File: config.mk
export PLATFORM = sky130hd
export DESIGN_NAME = pcs_top
export DESIGN_NICKNAME = d
export VERILOG_FILES = /design/src/verilog/pcs_pkg.sv /design/src/verilog/pcs_cfg_if.sv /design/src/verilog/pcs_bank_sel.sv /design/src/verilog/pcs_top.sv
export VERILOG_INCLUDE_DIRS = /design/src /design/src/verilog
export SDC_FILE = /design/constraint.sdc
export NUM_CORES = 1
export LEC_CHECK = 0
export BUFFER_PORTS_ARGS = -buffer_cell sky130_fd_sc_hd__buf_2
export CELL_PAD_IN_SITES_DETAIL_PLACEMENT = 1
export CELL_PAD_IN_SITES_GLOBAL_PLACEMENT = 1
export CORE_MARGIN = 2
export CORE_UTILIZATION = 25
export CTS_CLUSTER_DIAMETER = 200
export DETAILED_ROUTE_END_ITERATION = 6
export PLACE_DENSITY_LB_ADDON = 0.1
export SLEW_MARGIN = 20
export SYNTH_ARGS = -nofsm -noshare
export SYNTH_HDL_FRONTEND = slang
export SYNTH_SLANG_ARGS = --single-unit
File: constraint.sdc
create_clock -name clk_sys -period 3.7 [get_ports clk_sys]
set_input_delay 0.74 -clock clk_sys [delete_from_list [all_inputs] [get_ports clk_sys]]
set_output_delay 0.74 -clock clk_sys [all_outputs]
set_load 0.02 [all_outputs]
File: src/verilog/pcs_defs.svh
`ifndef PCS_DEFS_SVH
`define PCS_DEFS_SVH
// register byte addresses
`define PCS_ADDR_CTL 8'h00
`define PCS_ADDR_PLL 8'h04
`define PCS_ADDR_BANK_A 8'h08
`define PCS_ADDR_BANK_B 8'h0C
`define PCS_ADDR_BANK_C 8'h10
`define PCS_ADDR_BANK_D 8'h14
`define PCS_ADDR_FRAC 8'h18
`define PCS_ADDR_STAT 8'h1C
// control register fields
`define PCS_CTL_PLL_BIT 0
`define PCS_CTL_A_BIT 1
`define PCS_CTL_B_BIT 2
`define PCS_CTL_C_BIT 3
`define PCS_CTL_D_BIT 4
`define PCS_CTL_RESYNC_BIT 8
// reset values
`define PCS_CTL_RST 32'h0000_0000
`define PCS_PLL_RST 32'h0001_9001
`define PCS_BANK_RST 32'h0000_0001
`define PCS_FRAC_RST 32'h0000_0000
// bank register fields
`define PCS_BK_DIV_LSB 0
`define PCS_BK_PD_BIT 8
`define PCS_BK_OPD_LSB 12
`define PCS_BK_STY_LSB 16
`define PCS_BK_AMP_LSB 20
// pll register fields
`define PCS_PLL_PS_LSB 0
`define PCS_PLL_FDP_BIT 8
`define PCS_PLL_M_LSB 12
// bank d extra fields
`define PCS_BD_FINT_LSB 24
`define PCS_BD_DIVF_LSB 28
`define PCS_BD_SRC_BIT 30
`define PCS_BD_FRAC_BIT 31
// resync pulse length in cycles
`define PCS_RESYNC_CYC 4
`endif

File: src/verilog/pcs_pkg.sv
package pcs_pkg;
  typedef enum logic [1:0] {
    PCS_LVL_LOW,
    PCS_LVL_MID,
    PCS_LVL_HIGH
  } pcs_level_t;

  // preset decode result, frequencies in kHz
  typedef struct packed {
    logic [19:0] fin_khz;
    logic [21:0] fvco_khz;
  } pcs_preset_t;

  // one output bank's effective configuration
  typedef struct packed {
    logic [7:0] div;
    logic bank_pd;
    logic [3:0] out_pd;
    logic [3:0] style;
    logic [7:0] swing;
  } pcs_bank_cfg_t;
endpackage

File: src/verilog/pcs_cfg_if.sv
`timescale 1ns/1ns
// pin-side and register-side bank config for one bank
interface pcs_cfg_if;
  logic use_reg;
  pcs_pkg::pcs_bank_cfg_t pin_cfg;
  pcs_pkg::pcs_bank_cfg_t reg_cfg;
  pcs_pkg::pcs_bank_cfg_t eff_cfg;
  modport sel (
    input use_reg,
    input pin_cfg,
    input reg_cfg,
    output eff_cfg
  );
  modport top (
    output use_reg,
    output pin_cfg,
    output reg_cfg,
    input eff_cfg
  );
endinterface

File: src/verilog/pcs_bank_sel.sv
`timescale 1ns/1ns
// =====================================================================
// per-bank source mux, registered so outputs come from flip-flops
module pcs_bank_sel (
  input wire logic clk_sys,
  input wire logic rst_n,
  pcs_cfg_if.sel cfg
);
  pcs_pkg::pcs_bank_cfg_t eff_q;

  // exactly one source drives the bank at a time
  always_ff @(posedge clk_sys) begin
    if (!rst_n) begin
      eff_q <= '0;
    end else begin
      eff_q <= cfg.use_reg ? cfg.reg_cfg : cfg.pin_cfg;
    end
  end

  assign cfg.eff_cfg = eff_q;
endmodule // pcs_bank_sel

File: src/verilog/pcs_top.sv
// Function
// pins govern every group at power-up
// per-group source bit, pins or registers
// pin-controlled registers keep values, no effect
// registers return to defaults after power loss
// pll group: prescaler, doubler, feedback divider
// banks a-c: divider, powerdowns, style, swing
// bank d adds fractional fields, source pick
// resync restores alignment and fractional output
// host disables outputs around reconfiguration
// divider writes need resync to load
// reference pin picks crystal or clock
// low selects crystal, high selects clock input
// high preset row sets three input/vco pairs
// middle and low rows, vco 2500
// presets same for either reference
// host uses doubler or prescaler, not both
// lock status on dedicated output
// lock low unlocked, high locked
// banks of four, four, two, two outputs
// resync bit clears itself
`timescale 1ns/1ns
`include "pcs_defs.svh"
module pcs_top #(
  parameter int NUM_A = 4,
  parameter int NUM_B = 4,
  parameter int NUM_C = 2,
  parameter int NUM_D = 2
) (
  input wire logic clk_sys,
  input wire logic rst_n,
  // register port
  input wire logic [7:0] reg_addr,
  input wire logic [31:0] reg_wdata,
  input wire logic reg_wr,
  input wire logic reg_rd,
  output logic [31:0] reg_rdata,
  // strap and status pins, asynchronous
  input wire logic [1:0] freq_preset_hi_pins,
  input wire logic [1:0] freq_preset_lo_pins,
  input wire logic ref_select_pin,
  input wire logic [1:0] bank_a_pins,
  input wire logic [1:0] bank_b_pins,
  input wire logic [1:0] bank_c_pins,
  input wire logic [1:0] bank_d_pins,
  input wire logic pll_locked_raw,
  // outputs to analog core
  output logic use_clock_input,
  output logic [19:0] fin_khz,
  output logic [21:0] fvco_khz,
  output logic [5:0] prescaler_ratio,
  output logic input_doubler_enable,
  output logic [8:0] feedback_divider,
  output pcs_pkg::pcs_bank_cfg_t bank_a_cfg,
  output pcs_pkg::pcs_bank_cfg_t bank_b_cfg,
  output pcs_pkg::pcs_bank_cfg_t bank_c_cfg,
  output pcs_pkg::pcs_bank_cfg_t bank_d_cfg,
  output logic [3:0] frac_integer_part,
  output logic [23:0] frac_frac_part,
  output logic [1:0] frac_post_divider,
  output logic bank_d_source_pick,
  output logic fractional_output_divider,
  output logic divider_resync,
  output logic lock_out
);
  // =====================================================================
  // pin synchronisers: two flops each, stage one read only by stage two
  localparam int SW = 17;
  logic [SW-1:0] pin_raw;
  logic [SW-1:0] pin_s1_q;
  logic [SW-1:0] pin_s2_q;
  assign pin_raw = {pll_locked_raw, ref_select_pin, bank_d_pins, bank_c_pins,
                    bank_b_pins, bank_a_pins, freq_preset_lo_pins,
                    freq_preset_hi_pins, 3'h0};

  // the spare low bits stay zero and are never read
  always_ff @(posedge clk_sys) begin
    if (!rst_n) begin
      pin_s1_q <= '0;
      pin_s2_q <= '0;
    end else begin
      pin_s1_q <= pin_raw;
      pin_s2_q <= pin_s1_q;
    end
  end

  logic [1:0] hi_s, lo_s, na_s, nb_s, nc_s, nd_s;
  logic refsel_s, lock_s;
  assign hi_s = pin_s2_q[4:3];
  assign lo_s = pin_s2_q[6:5];
  assign na_s = pin_s2_q[8:7];
  assign nb_s = pin_s2_q[10:9];
  assign nc_s = pin_s2_q[12:11];
  assign nd_s = pin_s2_q[14:13];
  assign refsel_s = pin_s2_q[14+1];
  assign lock_s = pin_s2_q[SW-1];

  // three-level pin arrives as two comparator bits: 11 high, 00 low, else middle
  function automatic pcs_pkg::pcs_level_t lvl(input logic [1:0] p);
    if (p == 2'h3) begin
      lvl = pcs_pkg::PCS_LVL_HIGH;
    end else if (p == 2'h0) begin
      lvl = pcs_pkg::PCS_LVL_LOW;
    end else begin
      lvl = pcs_pkg::PCS_LVL_MID;
    end
  endfunction

  // =====================================================================
  // registers; reset is the power-up state, so all defaults return with it
  logic [31:0] ctl_q, pll_q, bka_q, bkb_q, bkc_q, bkd_q, frac_q;
  logic resync_req;
  assign resync_req = reg_wr && reg_addr == `PCS_ADDR_CTL &&
                      reg_wdata[`PCS_CTL_RESYNC_BIT];

  // source bits reset to zero: pins govern at power-up
  always_ff @(posedge clk_sys) begin
    if (!rst_n) begin
      ctl_q <= `PCS_CTL_RST;
    end else if (reg_wr && reg_addr == `PCS_ADDR_CTL) begin
      ctl_q <= {27'h0, reg_wdata[4:0]}; // R2, resync bit not stored R20
    end
  end

  // config registers always accept writes; pin control just ignores them
  always_ff @(posedge clk_sys) begin
    if (!rst_n) begin
      pll_q <= `PCS_PLL_RST;
      bka_q <= `PCS_BANK_RST;
      bkb_q <= `PCS_BANK_RST;
      bkc_q <= `PCS_BANK_RST;
      bkd_q <= `PCS_BANK_RST;
      frac_q <= `PCS_FRAC_RST;
    end else if (reg_wr) begin
      case (reg_addr)
        `PCS_ADDR_PLL: pll_q <= reg_wdata;
        `PCS_ADDR_BANK_A: bka_q <= reg_wdata;
        `PCS_ADDR_BANK_B: bkb_q <= reg_wdata;
        `PCS_ADDR_BANK_C: bkc_q <= reg_wdata;
        `PCS_ADDR_BANK_D: bkd_q <= reg_wdata;
        `PCS_ADDR_FRAC: frac_q <= {8'h0, reg_wdata[23:0]};
        default: ;
      endcase
    end
  end

  // read data valid the cycle after the strobe only
  always_ff @(posedge clk_sys) begin
    if (!rst_n) begin
      reg_rdata <= 32'h0000_0000;
    end else if (reg_rd) begin
      case (reg_addr)
        `PCS_ADDR_CTL: reg_rdata <= ctl_q;
        `PCS_ADDR_PLL: reg_rdata <= pll_q;
        `PCS_ADDR_BANK_A: reg_rdata <= bka_q;
        `PCS_ADDR_BANK_B: reg_rdata <= bkb_q;
        `PCS_ADDR_BANK_C: reg_rdata <= bkc_q;
        `PCS_ADDR_BANK_D: reg_rdata <= bkd_q;
        `PCS_ADDR_FRAC: reg_rdata <= frac_q;
        `PCS_ADDR_STAT: reg_rdata <= {29'h0, lock_s, refsel_s, 1'b0};
        default: reg_rdata <= 32'h0000_0000;
      endcase
    end else begin
      reg_rdata <= 32'h0000_0000;
    end
  end

  // =====================================================================
  // frequency preset decode, independent of the reference choice
  pcs_pkg::pcs_preset_t preset;
  always_comb begin
    preset.fvco_khz = 22'd2500000;
    preset.fin_khz = 20'd50000;
    case (lvl(hi_s))
      pcs_pkg::PCS_LVL_HIGH: begin
        case (lvl(lo_s))
          pcs_pkg::PCS_LVL_HIGH: begin
            preset.fin_khz = 20'd38880;
            preset.fvco_khz = 22'd2488320;
          end
          pcs_pkg::PCS_LVL_MID: begin
            preset.fin_khz = 20'd38400;
            preset.fvco_khz = 22'd2457600;
          end
          default: preset.fin_khz = 20'd31250;
        endcase
      end
      pcs_pkg::PCS_LVL_MID: begin
        case (lvl(lo_s))
          pcs_pkg::PCS_LVL_HIGH: preset.fin_khz = 20'd312500;
          pcs_pkg::PCS_LVL_MID: preset.fin_khz = 20'd125000;
          default: preset.fin_khz = 20'd156250;
        endcase
      end
      default: begin
        case (lvl(lo_s))
          pcs_pkg::PCS_LVL_HIGH: preset.fin_khz = 20'd100000;
          pcs_pkg::PCS_LVL_MID: preset.fin_khz = 20'd25000;
          default: preset.fin_khz = 20'd50000;
        endcase
      end
    endcase
  end

  // pll group: presets from pins, or the register fields
  always_ff @(posedge clk_sys) begin
    if (!rst_n) begin
      fin_khz <= 20'h0;
      fvco_khz <= 22'h0;
      prescaler_ratio <= 6'h01;
      input_doubler_enable <= 1'b0;
      feedback_divider <= 9'h019;
      use_clock_input <= 1'b0;
      lock_out <= 1'b0;
    end else begin
      use_clock_input <= refsel_s;
      lock_out <= lock_s;
      fin_khz <= preset.fin_khz;
      fvco_khz <= preset.fvco_khz;
      if (ctl_q[`PCS_CTL_PLL_BIT]) begin
        prescaler_ratio <= pll_q[`PCS_PLL_PS_LSB +: 6];
        input_doubler_enable <= pll_q[`PCS_PLL_FDP_BIT]; // left to host
        feedback_divider <= pll_q[`PCS_PLL_M_LSB +: 9];
      end else begin
        // pin presets: doubler for slow inputs, prescale for fast ones
        prescaler_ratio <= preset.fin_khz > 20'd200000 ? 6'h02 : 6'h01;
        input_doubler_enable <= preset.fin_khz < 20'd100000;
        feedback_divider <= preset.fin_khz < 20'd100000 ? 9'h020 : 9'h010;
      end
    end
  end

  // =====================================================================
  // banks; pin control applies one setting to every output of a bank
  function automatic pcs_pkg::pcs_bank_cfg_t pin_bank(input logic [1:0] p);
    pin_bank = '0;
    case (lvl(p))
      pcs_pkg::PCS_LVL_HIGH: pin_bank.div = 8'h04;
      pcs_pkg::PCS_LVL_MID: pin_bank.div = 8'h08;
      default: pin_bank.div = 8'h10;
    endcase
  endfunction

  function automatic pcs_pkg::pcs_bank_cfg_t reg_bank(input logic [31:0] r, input int n);
    reg_bank.div = r[`PCS_BK_DIV_LSB +: 8];
    reg_bank.bank_pd = r[`PCS_BK_PD_BIT];
    reg_bank.out_pd = r[`PCS_BK_OPD_LSB +: 4] & 4'((1 << n) - 1);
    reg_bank.style = r[`PCS_BK_STY_LSB +: 4] & 4'((1 << n) - 1);
    reg_bank.swing = r[`PCS_BK_AMP_LSB +: 8] & 8'((1 << (2 * n)) - 1);
  endfunction

  logic [3:0] use_reg;
  logic [1:0] bank_pins [4];
  logic [31:0] bank_regs [4];
  int bank_n [4];
  pcs_pkg::pcs_bank_cfg_t eff [4];
  pcs_pkg::pcs_bank_cfg_t live_q [4];
  assign use_reg = ctl_q[`PCS_CTL_D_BIT:`PCS_CTL_A_BIT];
  assign bank_pins = '{na_s, nb_s, nc_s, nd_s};
  assign bank_regs = '{bka_q, bkb_q, bkc_q, bkd_q};
  assign bank_n = '{NUM_A, NUM_B, NUM_C, NUM_D};

  genvar g;
  generate
    for (g = 0; g < 4; g++) begin : g_bank
      pcs_cfg_if bif ();
      assign bif.use_reg = use_reg[g];
      assign bif.pin_cfg = pin_bank(bank_pins[g]);
      assign bif.reg_cfg = reg_bank(bank_regs[g], bank_n[g]);
      assign eff[g] = bif.eff_cfg;
      pcs_bank_sel u_sel (
        .clk_sys(clk_sys),
        .rst_n(rst_n),
        .cfg(bif)
      );
      // divider takes a new value only on resync; others act at once
      always_ff @(posedge clk_sys) begin
        if (!rst_n) begin
          live_q[g] <= '0;
        end else begin
          live_q[g] <= eff[g];
          if (!divider_resync) begin
            live_q[g].div <= live_q[g].div;
          end
        end
      end
    end
  endgenerate

  assign bank_a_cfg = live_q[0];
  assign bank_b_cfg = live_q[1];
  assign bank_c_cfg = live_q[2];
  assign bank_d_cfg = live_q[3];

  // =====================================================================
  // resync: one pulse of four cycles per written one, clears itself
  logic [2:0] rs_cnt_q;
  logic [1:0] nd_prev_q;
  logic pins_moved;
  // a move on the bank d pins outside a resync pulse costs the fractional output until the next resync
  assign pins_moved = nd_s != nd_prev_q;

  always_ff @(posedge clk_sys) begin
    if (!rst_n) begin
      rs_cnt_q <= 3'(`PCS_RESYNC_CYC); // power-up acts as a resync R8
    end else if (resync_req) begin
      rs_cnt_q <= 3'(`PCS_RESYNC_CYC);
    end else if (rs_cnt_q != 3'h0) begin
      rs_cnt_q <= rs_cnt_q - 3'h1;
    end
  end

  assign divider_resync = rs_cnt_q != 3'h0;

  // bank d fractional path; drops when pins move, back on resync
  always_ff @(posedge clk_sys) begin
    if (!rst_n) begin
      nd_prev_q <= 2'h0;
      fractional_output_divider <= 1'b0;
      frac_integer_part <= 4'h0;
      frac_frac_part <= 24'h0;
      frac_post_divider <= 2'h0;
      bank_d_source_pick <= 1'b0;
    end else begin
      nd_prev_q <= nd_s;
      if (use_reg[3]) begin
        bank_d_source_pick <= bkd_q[`PCS_BD_SRC_BIT];
        if (divider_resync) begin
          frac_integer_part <= bkd_q[`PCS_BD_FINT_LSB +: 4];
          frac_frac_part <= frac_q[23:0];
          frac_post_divider <= bkd_q[`PCS_BD_DIVF_LSB +: 2];
        end
      end else begin
        bank_d_source_pick <= 1'b0;
      end
      if (divider_resync) begin
        fractional_output_divider <= use_reg[3] & bkd_q[`PCS_BD_FRAC_BIT];
      end else if (pins_moved) begin
        fractional_output_divider <= 1'b0;
      end
    end
  end
endmodule // pcs_top

==> summary.md <==
| Metric | Value |
|---|---|
| Worst skew pair latency | ~0.63 ns |
| Clock power frac | 0.473 |
| Internal power | about 0.0090 W |
| FF-to-FF path depth | 8 |
| Routed vias/inst | approximately 4.6 |
| Power, Total | ~0.012 W |
| Post-DP HPWL | slightly above 50000 um |
| Crit path from | rs_cnt_q[0] |
| Drt wl/cell | 22.5 um |
| CP max stage cell | nor2b_1 |
| CP top delay family | buffers and inverters |
| Total CTS buffers | 56 |
| Seq cells post-synth | around 490 |
| Final core occ | 0.309 |
| Worst Skew | approximately 0.026 ns |
| Crit. End Element | output port |
| Sequential area share after synthesis | 0.570 |
| Asr flop ratio synth | 0 |
| ANT nets after route | 0 |
| Psw | 0.00289 W |
| Cells after Synth | just under 2000 |
| RSZ-0062 raised after global routing | no |
| Final setup fails | 0 |
| GRT Util Overall | 0.188 |
| Combinational Power Share | 0.060 |
| Mean Syn Cell Area | just over 9 um^2 |
| Reg2reg setup slack | 1.49 ns |
| Final instance area | between 20000 and 25000 um^2 |
| Min-Delay Path Class | in2reg |
| Die X | about 270 um |
| Max-slew headroom | 0.341 |
| WP data arrival | between 2 and 2.5 ns |
| # rows | 98 |
| Yosys warns | 0 |
| Largest net degree at the start of global routing | approximately 180 |
| Crit-path cells | inv_1 -> ha_1 -> nor2b_1 -> inv_1 -> buf_2 |
| Die H | between 200 and 300 um |
| CP Max Fanout | 5 |
| Required @ worst endpoint | 2.96 ns |
| Outcome | finished clean |
| Global route overflow | 0 |
| Bufs and invs on worst path | 3 |
| Critical path's most frequent cell | inv_1 |
| DRT iter0 DRCs | 873 |
| Worst Setup Path Type | reg2out |
| Cell Area, Placed | between 20000 and 25000 um^2 |
| Pre-CTS setup slack | around 0.43 ns |
| Clock-pin slew on the worst setup and hold paths | around 0.060 ns |
| Initial antenna violation count | 12 |
| Max incr delay on CP | approximately 0.40 ns |
| Root Driver | clkbuf_16 |
| Vias post-DR | about 14000 |
| Yosys cell types | 65 |
| Area of the die | ~74000 um^2 |
| Routed WL | around 70000 um |
| H-tree Lvls | 2 |
| Seq pwr share | 0.467 |
| Core area | roughly 70000 um^2 |
| FF-to-FF Start | rs_cnt_q[0] |
| IO Port Bufs | about 260 |
| Hold_buf cts | 0 |
| Post-layout net count | approximately 2200 |
| Period utilisation layout | 0.759 |
| Post-CTS setup buffers | 0 |
| Starting Density | 0.252 |
| Most used DFF post-synth | dfxtp_1 |
| Startpoint Class | register |
| IO Pins | between 200 and 300 |
| PwrDens | between 500 and 600 nW/um^2 |
| Leak Pwr | between 8 and 9 nW |
| Max cap viols | 0 |
| Critical Path End | divider_resync |
| CTS tree | done |
| First-pass GRT wire length | between 100000 and 150000 um |
| Hold Violations, Final | 0 |
| Cts repair resizes | 0 |
| Slew @ Worst Pin | about 0.99 ns |
| Remaining DRCs | 0 |
| Fin crit period | around 2.8 ns |
| FMAX | roughly 360 MHz |
| Vias in the first global route | 14900 |
| Setup slack after layout | just under 0.9 ns |
| Switching portion of total power | 0.243 |
| GP Congestion | approximately 0.83 |
| Layout cell share with drive strength beyond 1 | 0.196 |
| Area grow syn2layout | 22.8% |
| Crit Reg-Reg Endpoint | frac_frac_part[3] |
| Max Slew Vio Count | 0 |
| Setup tns final | 0 ns |
| Max VDD drop | around 0.0003 V |
| Worst-case clock buffer depth | 3 |
| Worst path depth | 5 |
| 1st-pass router iterations | 5 |
| Synth Cell Area | around 18000 um^2 |
| CTS sink cnt | ~490 |
| Post-synth EDFFs | 32 |
==> per-layer routing <==
metal  vias up  wire, um  global-route usage
li1       6869         -                   -
met1      7183     32900               0.256
met2       312     32700               0.301
met3        95      3360              0.0372
met4        12      1750              0.0549
met5         -        62                   0
==> layout by cell type, fill, tap and decap left out, types with 4 or more instances in the layout <==
cell type    n
mux2_2      11
clkbuf_8     7
nor2b_1     11
a21oi_1    225
conb_1      27
inv_1       21
mux2i_1     38
buf_2      254
and2_1     120
bufinv_16    4
edfxtp_1    32
o21ai_0     17
and3_1      88
o32ai_1      4
ha_1        17
or3_1        5
a31oi_1      9
nand2_1    459
nand4_1      9
dfxtp_1    460
diode_2      6
nor2_1      39
nand3_1     25
clkbuf_16   58
clkbuf_1     9
clkinv_2    14
clkinv_1     7
o22ai_1      9
nor3_1       9
o22a_1      11
buf_12       5
and4_1       6
o21a_1       5
nand3b_1     6
buf_4       54
a22oi_1     51
nand2b_1     7
==> sequential cells by signal, indices dropped and copies added, names as in the netlist, 6 cells and up <==
signal / cells
bka_q: 32
bkb_q: 32
bkc_q: 32
bkd_q: 32
feedback_divider: 9
fin_khz: 16
frac_frac_part: 24
frac_q: 24
g_bank.u_sel.cfg.eff_cfg: 84
live_q: 84
pin_s1_q: 14
pin_s2_q: 14
pll_q: 32
prescaler_ratio: 6
reg_rdata: 32
==> cell usage after synthesis, drive strengths merged (21+ instances only) <==
library cell  count  share of area
dfxtp           461           0.52
a22oi            51          0.021
and3             88          0.031
inv              21         0.0044
nand2           459          0.096
clkbuf          106          0.022
a21oi           225          0.063
mux2i            38          0.021
buf              76          0.027
and2            120          0.042
nor2             39         0.0082
edfxtp           32          0.054
nand3            25         0.0070
==> layout make-up <==
class,instances,area (um^2)
Tap cell,950,1190
Clock inverter,32,283
Inverter,22,87.6
Fill cell,8232,49100
Multi-Input combinational cell,1256,6830
Timing Repair Buffer,314,1790
Sequential cell,493,10200
Clock buffer,74,1580
Antenna cell,6,15.0
==> worst min path at each step <==
| stage | startpoint | endpoint | slack [ns] | cells after the start |
|---|---|---|---|---|
| detailed placement | g_bank[1].u_sel.cfg.eff_cfg[3] | live_q[1][3] | 0.42 | 1 |
| floorplan | g_bank[0].u_sel.cfg.eff_cfg[0] | live_q[0][0] | 0.41 | 1 |
| CTS | freq_preset_hi_pins[1] | pin_s1_q[4] | 0.29 | 2 |
| finish | bank_b_pins[0] | pin_s1_q[9] | 0.33 | 2 |
| global route | bank_b_pins[0] | pin_s1_q[9] | 0.30 | 2 |
| global placement | g_bank[1].u_sel.cfg.eff_cfg[3] | live_q[1][3] | 0.42 | 1 |
==> logic make-up (layout without fill, tap and decap cells) <==
logic type                 after synthesis  after routing  synth area share
AOI/OAI and AO/OA                      357            357             0.118
xor gates and xnor gates                 3              3           0.00147
adders and majority gates               17             17            0.0119
buffers and inverters                  204            442            0.0538
DFF                                    493            493             0.570
muxes                                   49             49            0.0282
other                                    1             33          0.000210
and+or+nand+nor                        803            803             0.217
==> power by group through the flow <==
| stage | Clock [W] | Sequential (W) | Combinational, W |
|---|---|---|---|
| floorplan | 0 | 0.00576 | 0.000331 |
| global placement | 0 | 0.00566 | 0.000706 |
| detailed placement | 0 | 0.00567 | 0.000720 |
| CTS | 0.00579 | 0.00555 | 0.000721 |
| global route | 0.00600 | 0.00555 | 0.000770 |
| finish | 0.00561 | 0.00554 | 0.000711 |
==> stage by stage <==
step	std cells	hold slack, ns
after floorplan	1953	0.412
after global placement	3035	0.422
after detailed placement	3035	0.421
after CTS	3141	0.292
after global routing	3144	0.304
final	3147	0.335
(Power assumes the default switching activity.)
